===== config.mk =====
export PLATFORM = sky130hd
export DESIGN_NAME = arpq_queue
export DESIGN_NICKNAME = d
export VERILOG_FILES = /design/src/arpq_pkg.sv /design/src/arpq_q_if.sv /design/src/arpq_queue.sv /design/src/arpq_status_enc.sv /design/src/arpq_store.sv
export SDC_FILE = /design/constraint.sdc
export NUM_CORES = 1
export LEC_CHECK = 0
export BUFFER_PORTS_ARGS = -buffer_cell sky130_fd_sc_hd__buf_2
export CORE_UTILIZATION = 45
export DETAILED_ROUTE_END_ITERATION = 8
export GPL_TIMING_DRIVEN = 0
export PLACE_DENSITY = 0.62
export SETUP_SLACK_MARGIN = 0.2
export SLEW_MARGIN = 20
export SYNTH_ARGS = -nofsm -noshare
export SYNTH_HDL_FRONTEND = slang
export SYNTH_SLANG_ARGS = --single-unit

===== constraint.sdc =====
create_clock -name i_clk -period 10.9 [get_ports i_clk]
set_clock_uncertainty 0.15 [all_clocks]
set_input_delay 1.635 -clock i_clk [delete_from_list [all_inputs] [get_ports i_clk]]
set_output_delay 1.635 -clock i_clk [all_outputs]
set_load 0.03 [all_outputs]

===== src/arpq_pkg.sv =====
/*
  shared constants and types of the asynchronous receive packet queue.
  assumes nothing of its surroundings; used by the queue, its status encoder and the bench.
*/
package arpq_pkg;
  // ==========================================================
  // register offsets
  localparam logic [7:0] OFF_SPLIT = 8'h08; // split transaction enable
  localparam logic [7:0] OFF_STAT  = 8'h30; // queue status and config
  localparam logic [7:0] OFF_DATA  = 8'h80; // data port, read pops
  // ==========================================================
  // register fields
  localparam int BIT_SPLIT_EN = 0;  // split enable in OFF_SPLIT
  localparam int BIT_RX_EN    = 0;  // queue accepts packets
  localparam int BIT_OVF_CLR  = 1;  // write 1 clears overflow
  localparam int BIT_FLUSH    = 2;  // write 1 empties the queue
  localparam int BIT_EMPTY    = 8;  // read only
  localparam int BIT_FULL     = 9;  // read only
  localparam int BIT_OVF      = 10; // sticky overflow
  localparam int LVL_LSB      = 16; // fill level, read only
  localparam logic RX_EN_RST    = 1'b1;
  localparam logic SPLIT_EN_RST = 1'b0;
  // ==========================================================
  // token and header layout
  localparam int STATUS_LSB = 28; // status in four top bits
  localparam int SPD_LSB    = 16; // speed, two bits
  localparam int ACK_LSB    = 0;  // ack in four low bits
  localparam int TCODE_LSB  = 4;  // tcode in first quadlet
  localparam int PRI_W      = 4;  // priority width, bottom bits
  localparam logic [2:0] QUAD_HDR_N = 3'h3; // header words, quadlet
  localparam logic [2:0] BLK_HDR_N  = 3'h4; // header words, block
  // ==========================================================
  // codes
  localparam logic [3:0] ST_COMPLETE = 4'h0;
  localparam logic [3:0] ST_NO_ACK   = 4'h1;
  localparam logic [3:0] ST_ACK_ERR  = 4'h2;
  localparam logic [3:0] ST_ACK_MISS = 4'h3;
  localparam logic [3:0] ST_ORB_BAD  = 4'h4;
  localparam logic [3:0] ST_ORB_OK   = 4'h5;
  localparam logic [3:0] TC_WR_RESP  = 4'h2;
  localparam logic [3:0] TC_RD_QUAD  = 4'h4;
  localparam logic [3:0] TC_RD_BLOCK = 4'h5;
  // how the packet's transaction ended
  typedef enum logic [2:0] {
    ARPQ_C_COMPLETE, ARPQ_C_NO_ACK, ARPQ_C_PEND, ARPQ_C_OTHER,
    ARPQ_C_MISSING, ARPQ_C_ORB_BAD, ARPQ_C_ORB_OK
  } arpq_cond_t;
  // where the packet came from
  typedef enum logic [1:0] {
    ARPQ_S_TX_RESP, ARPQ_S_NODE_REQ, ARPQ_S_OTHER
  } arpq_src_t;
endpackage : arpq_pkg


===== src/arpq_q_if.sv =====
/*
  carrier between the queue control and its quadlet store.
  assumes one clock shared by both ends.
*/
`timescale 1ns/1ps
interface arpq_q_if #(parameter int LW = 5);
  logic          push;  // store wdata
  logic [31:0]   wdata; // quadlet in
  logic          pop;   // drop head
  logic          flush; // empty all
  logic [31:0]   head;  // oldest quadlet
  logic          empty; // nothing stored
  logic          full;  // no room
  logic [LW-1:0] level; // words stored
  modport ctl (output push, wdata, pop, flush,
               input head, empty, full, level);
  modport mem (input push, wdata, pop, flush,
               output head, empty, full, level);
endinterface : arpq_q_if


===== src/arpq_queue.sv =====
/*
  asynchronous receive packet queue: takes finished packets from
  the link core, writes a token quadlet then the header and the
  payload that is kept, and lets software drain quadlets through
  a data port. assumes link inputs are on i_clk already, a packet
  start never shares a cycle with a quadlet, and quadlets of a
  packet arrive after its start in raw bus order.
*/
// The plain strobed port was decided locally.
`timescale 1ns/1ps

module arpq_queue #(
  parameter int DEPTH = 16 // quadlets held
) (
  input  wire logic                 i_clk,          // system clock
  input  wire logic                 i_srst,         // sync reset, high
  input  wire logic                 i_ce,           // clock enable
  input  wire logic [7:0]           i_addr,         // register offset
  input  wire logic [31:0]          i_wdata,        // write data
  input  wire logic                 i_wr,           // write strobe
  input  wire logic                 i_rd,           // read strobe
  output logic      [31:0]          o_rdata,        // read data, next cycle
  output logic                      o_not_empty,    // queue holds data
  input  wire logic                 i_pkt_start,    // packet done, pulse
  input  wire arpq_pkg::arpq_src_t  i_pkt_src,      // packet origin
  input  wire logic                 i_pkt_to_agent, // bound for agent
  input  wire arpq_pkg::arpq_cond_t i_pkt_cond,     // how it ended
  input  wire logic                 i_pkt_is_req,   // sent one was request
  input  wire logic [1:0]           i_pkt_spd,      // receive speed
  input  wire logic [3:0]           i_pkt_ack,      // ack code
  input  wire logic                 i_q_valid,      // quadlet strobe
  input  wire logic [31:0]          i_q_data,       // raw quadlet
  input  wire logic                 i_q_last        // last of packet
);
  localparam int AW = $clog2(DEPTH);
  localparam int LW = AW + 1;

  // ==========================================================
  // declarations
  typedef enum logic [1:0] {ARPQ_IDLE, ARPQ_BODY, ARPQ_DROP} arpq_st_t;
  arpq_st_t    state;     // packet framing
  logic        rx_en;     // accepting packets
  logic        split_en;  // split transactions on
  logic        ovf;       // sticky overflow
  logic [2:0]  q_idx;     // quadlet index, saturates
  logic [3:0]  pkt_tcode; // tcode seen in first quadlet
  logic [3:0]  status;    // encoded token status
  logic        accept;    // start is queued
  logic        keep;      // body quadlet is stored
  logic [3:0]  cur_tc;    // tcode for this quadlet
  logic [31:0] token;     // token quadlet
  logic [31:0] body;      // quadlet as stored
  logic        push_try;  // word wants in
  logic        wr_stat;   // status register write
  logic [31:0] next_rdata;

  arpq_q_if #(.LW(LW)) q ();

  // ==========================================================
  // submodules
  arpq_status_enc u_enc (
    .i_cond     (i_pkt_cond),
    .i_is_req   (i_pkt_is_req),
    .i_split_en (split_en),
    .o_status   (status)
  );

  arpq_store #(.DEPTH(DEPTH)) u_store (
    .i_clk  (i_clk),
    .i_srst (i_srst),
    .i_ce   (i_ce),
    .q      (q)
  );

  // ==========================================================
  // acceptance and formatting
  // response to own send or a request, either only if not meant for the agent
  assign accept = rx_en && !i_pkt_to_agent
               && (i_pkt_src == arpq_pkg::ARPQ_S_TX_RESP
                || i_pkt_src == arpq_pkg::ARPQ_S_NODE_REQ);

  // token built from status, speed and ack
  always_comb begin
    token = '0;
    token[arpq_pkg::STATUS_LSB +: 4] = status;
    token[arpq_pkg::SPD_LSB +: 2]    = i_pkt_spd;
    token[arpq_pkg::ACK_LSB +: 4]    = i_pkt_ack;
  end

  // first quadlet carries the tcode it is judged by
  assign cur_tc = (q_idx == 3'h0) ? i_q_data[arpq_pkg::TCODE_LSB +: 4]
                                  : pkt_tcode;

  // header words pass; payload only where data travels
  always_comb begin
    keep = 1'b1;
    if ((cur_tc == arpq_pkg::TC_RD_QUAD || cur_tc == arpq_pkg::TC_WR_RESP)
        && q_idx >= arpq_pkg::QUAD_HDR_N) begin
      keep = 1'b0;
    end
    if (cur_tc == arpq_pkg::TC_RD_BLOCK && q_idx >= arpq_pkg::BLK_HDR_N) begin
      keep = 1'b0;
    end
  end

  // cable priority forced to zero in the first header word
  always_comb begin
    body = i_q_data;
    if (q_idx == 3'h0) begin
      body[arpq_pkg::PRI_W-1:0] = '0;
    end
  end

  // one word per cycle: token at start, then body quadlets
  assign push_try = (state == ARPQ_IDLE && i_pkt_start && accept)
                 || (state == ARPQ_BODY && i_q_valid && keep);
  assign q.push  = i_ce && push_try && !q.full;
  assign q.wdata = (state == ARPQ_IDLE) ? token : body;

  // ==========================================================
  // packet framing
  always_ff @(posedge i_clk) begin
    if (i_srst) begin
      state <= ARPQ_IDLE;
    end else if (i_ce) begin
      case (state)
        ARPQ_IDLE: begin
          if (i_pkt_start) begin
            state <= accept ? ARPQ_BODY : ARPQ_DROP;
          end
        end
        ARPQ_BODY, ARPQ_DROP: begin
          if (i_q_valid && i_q_last) begin
            state <= ARPQ_IDLE;
          end
        end
        default: state <= ARPQ_IDLE;
      endcase
    end
  end

  // quadlet index and latched tcode
  always_ff @(posedge i_clk) begin
    if (i_srst) begin
      q_idx     <= '0;
      pkt_tcode <= '0;
    end else if (i_ce) begin
      if (state == ARPQ_IDLE) begin
        q_idx <= '0;
      end else if (i_q_valid) begin
        // saturating: only "past the header" matters
        q_idx <= (q_idx == 3'h7) ? q_idx : q_idx + 3'h1;
        if (q_idx == 3'h0) begin
          pkt_tcode <= i_q_data[arpq_pkg::TCODE_LSB +: 4];
        end
      end
    end
  end

  // ==========================================================
  // register writes
  assign wr_stat = i_wr && (i_addr == arpq_pkg::OFF_STAT);

  // configuration bits
  always_ff @(posedge i_clk) begin
    if (i_srst) begin
      rx_en    <= arpq_pkg::RX_EN_RST;
      split_en <= arpq_pkg::SPLIT_EN_RST;
    end else if (i_ce) begin
      if (wr_stat) begin
        rx_en <= i_wdata[arpq_pkg::BIT_RX_EN];
      end
      if (i_wr && i_addr == arpq_pkg::OFF_SPLIT) begin
        split_en <= i_wdata[arpq_pkg::BIT_SPLIT_EN];
      end
    end
  end

  // overflow: a lost word sets it, and the set beats a clear
  always_ff @(posedge i_clk) begin
    if (i_srst) begin
      ovf <= 1'b0;
    end else if (i_ce) begin
      if (push_try && q.full) begin
        ovf <= 1'b1;
      end else if (wr_stat && i_wdata[arpq_pkg::BIT_OVF_CLR]) begin
        ovf <= 1'b0;
      end
    end
  end

  // flush drops stored words; a packet in flight keeps going
  assign q.flush = wr_stat && i_wdata[arpq_pkg::BIT_FLUSH];
  // data port read pops the head
  // an empty pop is refused in the store, so reading is safe
  assign q.pop = i_ce && i_rd && i_addr == arpq_pkg::OFF_DATA;

  // ==========================================================
  // register reads
  always_comb begin
    next_rdata = '0;
    case (i_addr)
      arpq_pkg::OFF_SPLIT: next_rdata[arpq_pkg::BIT_SPLIT_EN] = split_en;
      arpq_pkg::OFF_STAT: begin
        next_rdata[arpq_pkg::BIT_RX_EN] = rx_en;
        next_rdata[arpq_pkg::BIT_EMPTY] = q.empty;
        next_rdata[arpq_pkg::BIT_FULL]  = q.full;
        next_rdata[arpq_pkg::BIT_OVF]   = ovf;
        next_rdata[arpq_pkg::LVL_LSB +: LW] = q.level;
      end
      // empty queue reads zero rather than stale data
      arpq_pkg::OFF_DATA: next_rdata = q.empty ? '0 : q.head;
      default: next_rdata = '0;
    endcase
  end

  // read data held only in the cycle after the strobe
  always_ff @(posedge i_clk) begin
    if (i_srst) begin
      o_rdata <= '0;
    end else if (i_ce) begin
      o_rdata <= i_rd ? next_rdata : '0;
    end
  end

  // level flag for the host
  // counts a same-cycle push so the flag never lags the token
  always_ff @(posedge i_clk) begin
    if (i_srst) begin
      o_not_empty <= 1'b0;
    end else if (i_ce) begin
      o_not_empty <= !q.empty || q.push;
    end
  end
endmodule : arpq_queue


===== src/arpq_status_enc.sv =====
/*
  maps how a transaction ended onto the token status code.
  assumes the condition is valid in the cycle it is read.
*/
`timescale 1ns/1ps
module arpq_status_enc (
  input  wire arpq_pkg::arpq_cond_t i_cond,     // how it ended
  input  wire logic                 i_is_req,   // sent packet was a request
  input  wire logic                 i_split_en, // split transactions on
  output logic [3:0]                o_status    // token status code
);
  // ==========================================================
  // code selection
  always_comb begin
    case (i_cond)
      arpq_pkg::ARPQ_C_COMPLETE: o_status = arpq_pkg::ST_COMPLETE;
      arpq_pkg::ARPQ_C_NO_ACK:   o_status = arpq_pkg::ST_NO_ACK;
      // pending on a request ends it only with split on
      arpq_pkg::ARPQ_C_PEND: begin
        if (i_is_req && i_split_en) begin
          o_status = arpq_pkg::ST_COMPLETE;
        end else begin
          o_status = arpq_pkg::ST_ACK_ERR;
        end
      end
      arpq_pkg::ARPQ_C_OTHER:    o_status = arpq_pkg::ST_ACK_ERR;
      arpq_pkg::ARPQ_C_MISSING:  o_status = arpq_pkg::ST_ACK_MISS;
      arpq_pkg::ARPQ_C_ORB_BAD:  o_status = arpq_pkg::ST_ORB_BAD;
      arpq_pkg::ARPQ_C_ORB_OK:   o_status = arpq_pkg::ST_ORB_OK;
      default:                   o_status = arpq_pkg::ST_ACK_ERR;
    endcase
  end
endmodule : arpq_status_enc


===== src/arpq_store.sv =====
/*
  quadlet store of the receive queue: flip-flop ring, one word in
  and one out per cycle. assumes i_ce freezes it; push on full is
  refused here as well as by the caller's own check.
*/
`timescale 1ns/1ps
module arpq_store #(
  parameter int DEPTH = 16,            // quadlets held
  parameter int AW    = $clog2(DEPTH), // index width
  parameter int LW    = AW + 1         // level width
) (
  input  wire logic i_clk,  // system clock
  input  wire logic i_srst, // sync reset, high
  input  wire logic i_ce,   // clock enable
  arpq_q_if.mem     q       // control side
);
  // ==========================================================
  // storage
  logic [31:0]   mem [DEPTH]; // words, no reset needed
  logic [AW-1:0] wr_ptr;      // next free slot
  logic [AW-1:0] rd_ptr;      // oldest word
  logic [LW-1:0] count;       // words stored
  logic          do_push;     // accepted write
  logic          do_pop;      // accepted read

  assign do_push = q.push && (count != LW'(DEPTH));
  assign do_pop  = q.pop && (count != '0);
  assign q.head  = mem[rd_ptr];
  assign q.empty = (count == '0);
  assign q.full  = (count == LW'(DEPTH));
  assign q.level = count;

  // write slot
  always_ff @(posedge i_clk) begin
    if (i_ce && do_push) begin
      mem[wr_ptr] <= q.wdata;
    end
  end

  // pointers and count; flush beats both
  always_ff @(posedge i_clk) begin
    if (i_srst || (i_ce && q.flush)) begin
      wr_ptr <= '0;
      rd_ptr <= '0;
      count  <= '0;
    end else if (i_ce) begin
      if (do_push) begin
        wr_ptr <= (wr_ptr == AW'(DEPTH - 1)) ? '0 : wr_ptr + 1'b1;
      end
      if (do_pop) begin
        rd_ptr <= (rd_ptr == AW'(DEPTH - 1)) ? '0 : rd_ptr + 1'b1;
      end
      count <= count + LW'(do_push) - LW'(do_pop);
    end
  end
endmodule : arpq_store


==> metrics.yaml <==
outcome:
  status: "finished clean"
pwr:
  sw_frac_of_total_pct: 20.6
  clockPowerShare_pct: 43.2
  leakagePower_nw: 8.81
  p_int_mw: 3.60
  vdd_drop_max_mv: 0.0921
  powerDensity_nw_per_um2: 170
  switchingPower_mw: 0.932
  pwr-share-seq_pct: 53.7
  pwr-share-comb_pct: 3.2
yosys:
  synthMuxAreaShare_pct: 16.4
  syn-num-nets: 1304
  ys_seq_area_share_pct: 73.3
  ys_async_sr_fraction_pct: 0
  synth_fa_ha_area_share_pct: 1.03
  synth-xor-area-share_pct: 0.271
  synth_compound_area_share_pct: 3.05
  synth_top_family_by_area: "multiplexers"
  syn_area_per_cell_um2: 19.0
  synth_seq_cells: 574
  syn_inst: 1193
  syn_area_um2: 22700
  yosysUniqueCellTypes: 65
  synth_edf_count: 512
  ys.flop_type: "edfxtp_1"
  yosysWarnings: 0
  synth_simple_gate_area_share_pct: 4.30
floorplanning:
  die_area_um2: 51300
  dieHeight_um: 226
  initial_utilization_pct: 45.9
  pin_count: 126
  fp-row-count: 81
  core_um2: 49400
  die_w_um: 226
cts:
  cts_buffer_depth: 3
  clk_pin_slew_worst_paths_ns: 0.06
  clock_latency_ns: 0.62
  ctsResizeCount: 0
  cts_root_buffer: "clkbuf_16"
  cts_tree: "yes"
  hold_buffers: 0
  numCtsBuffers: 57
  clock-sinks: 574
  postCtsSetupBuffers: 0
  cts_max_level: 2
grt:
  grt_pass1_wl_um: 79400
  grt_overflow_total: 0
  antenna_found_initial: 1
  grt_start_max_net_pins: 23
  grt_usage_pct: 21.8
  grt_pass1_vias: 12150
routing:
  antenna_left: 0
  drt-pass1-iter-count: 8
  drt_iter0_drc: 1253
  vias: 12064
  wire_per_inst_um: 25.7
  wirelength_um: 54600
  vias_per_cell: 5.68
  drcViolationCount: 0
finish:
  num_antenna_cells: 0
  drive_gt1_share_pct: 31.8
  final_core_util_pct: 54.0
  nFillCells: 3924
  postLayoutCellArea_um2: 26600
  fin_cells: 2124
  area.growth.synth_to_final_pct: 17.5
  fin_nets: 1523
sta:
  rsz0062_at_grt: "false"
  fin_ws_ns: 6.11
  post-route-period-util_pct: 43.9
  finalHoldViolations: 0
  final_max_slew_viol_count: 0
  tightest_slew_ns: 1.15
  setup_violations: 0
  fmax_mhz: 209
  slew_headroom_pct: 23.5
  fin_crit_ns: 4.79
place:
  port_buffers: 94
  place_congestion: 0.800
  post-place-ws_ns: 5.59
  dpl.hpwl_um: 37000
  postPlaceCellArea_um2: 24800
  dp_cells: 2017
run:
  max_cap_violations: 0
critical_path:
  startpoint_type: "input pin"
  cp_max_fo: 10
  crit_arrival_ns: 4.94
  worstPathRequired_ns: 11.05
  end_kind: "flip-flop"
  worst_r2r_startpoint: "state[1]"
  criticalPathCategory: "in -> reg"
  critPathLaunch: "i_q_data[6]"
hold_path:
  holdCritStartpoint: "o_rdata[28]"
  holdCritPathClass: "reg -> reg"
-- final cells by class --
type,count,area (µm²),area share (%)
Buffer,60,287,1.08
Clock buffer,74,1530,5.75
Clock inverter,33,329,1.24
Inverter,20,75.1,0.282
Multi-Input combinational cell,539,5790,21.8
Sequential cell,574,16600,62.4
Tap cell,664,831,3.12
Timing Repair Buffer,160,1170,4.39
-- kinds of logic (layout without fill, tap and decap cells) --
logic type	Yosys count	count (layout)
AOI/OAI and AO/OA	110	110
adders and majority gates	18	18
DFF	574	574
and+or+nand+nor	196	196
xor gates and xnor gates	7	7
buffers and inverters	80	347
muxes	208	208
-- path summary, 6_finish.rpt --
check                                     endpoint  slack [ns]  cells past startpoint
worst max-delay path            u_store.mem[3][24]        6.11                     11
worst min-delay path                   o_rdata[28]        0.30                      2
worst max register to register  u_store.mem[3][24]        6.57                     12
worst min register to register         o_rdata[28]        0.30                      2
-- layout by cell type, fill, tap and decap left out, types with 35 or more instances in the layout --
| cell | count |
|---|---|
| buf_2 | 127 |
| clkbuf_16 | 58 |
| dfxtp_1 | 62 |
| mux4_2 | 128 |
| nor2_1 | 53 |
| clkbuf_1 | 36 |
| edfxtp_1 | 512 |
| buf_4 | 35 |
| mux2i_1 | 46 |
| nand2_1 | 64 |
| a21oi_1 | 36 |
-- worst max-delay path, cell delays in order --
cell and delay (ns):
buf_2 0.14, xnor2_1 0.16, o32ai_1 0.10, a221oi_2 0.69, o21ai_4 0.24, nor4b_2 0.66, buf_2 0.34, buf_2 0.26
buf_2 0.25, buf_2 0.22, buf_2 0.24
-- Yosys cell counts (all sizes together), types with 20 or more instances --
| master | n | share of area [%] |
|---|---|---|
| clkbuf | 24 | 0.40 |
| inv | 20 | 0.33 |
| mux4 | 128 | 13 |
| mux2 | 34 | 1.7 |
| o21ai | 37 | 0.87 |
| mux2i | 46 | 2.0 |
| dfxtp | 62 | 5.5 |
| nor2 | 59 | 0.98 |
| a21oi | 37 | 0.82 |
| buf | 36 | 0.86 |
| edfxtp | 512 | 68 |
| nand2 | 64 | 1.1 |
| nor2b | 25 | 0.69 |
-- layer usage --
metal	vias up	GRT usage [%]	routed length (µm)
met5	-	0	0
met4	0	6.84	1320
met3	78	3.77	3650
met2	434	35.6	26800
met1	6304	30.1	22800
li1	5248	-	-
-- power by group through the flow --
stage,Sequential [mW],Combinational [mW],Clock (mW)
2_1_floorplan,2.48,0.0753,0
3_3_place_gp,2.48,0.132,0
3_5_place_dp,2.48,0.143,0
4_1_cts,2.43,0.143,1.98
5_1_grt,2.43,0.156,2.06
6_report,2.43,0.143,1.96
-- sequential cells by signal, summed over array words and instances, names as in the netlist, named ones only --
signal and flops:
u_store.rd_ptr 4, state 2, o_not_empty 1, o_rdata 32
split_en 1, rx_en 1, pkt_tcode 4, u_store.q.level 5
ovf 1, u_store.wr_ptr 4, q_idx 3, u_store.mem 512
-- through the flow --
step	TNS, ns	hold slack, ns	power [mW]
final	0	0.296	4.53
after CTS	0	0.301	4.56
after global routing	0	0.330	4.65
after global placement	-35.96	0.280	2.61
after floorplan	0	0.293	2.55
after detailed placement	0	0.289	2.62
Note: power is estimated with default switching activity, not from simulation.
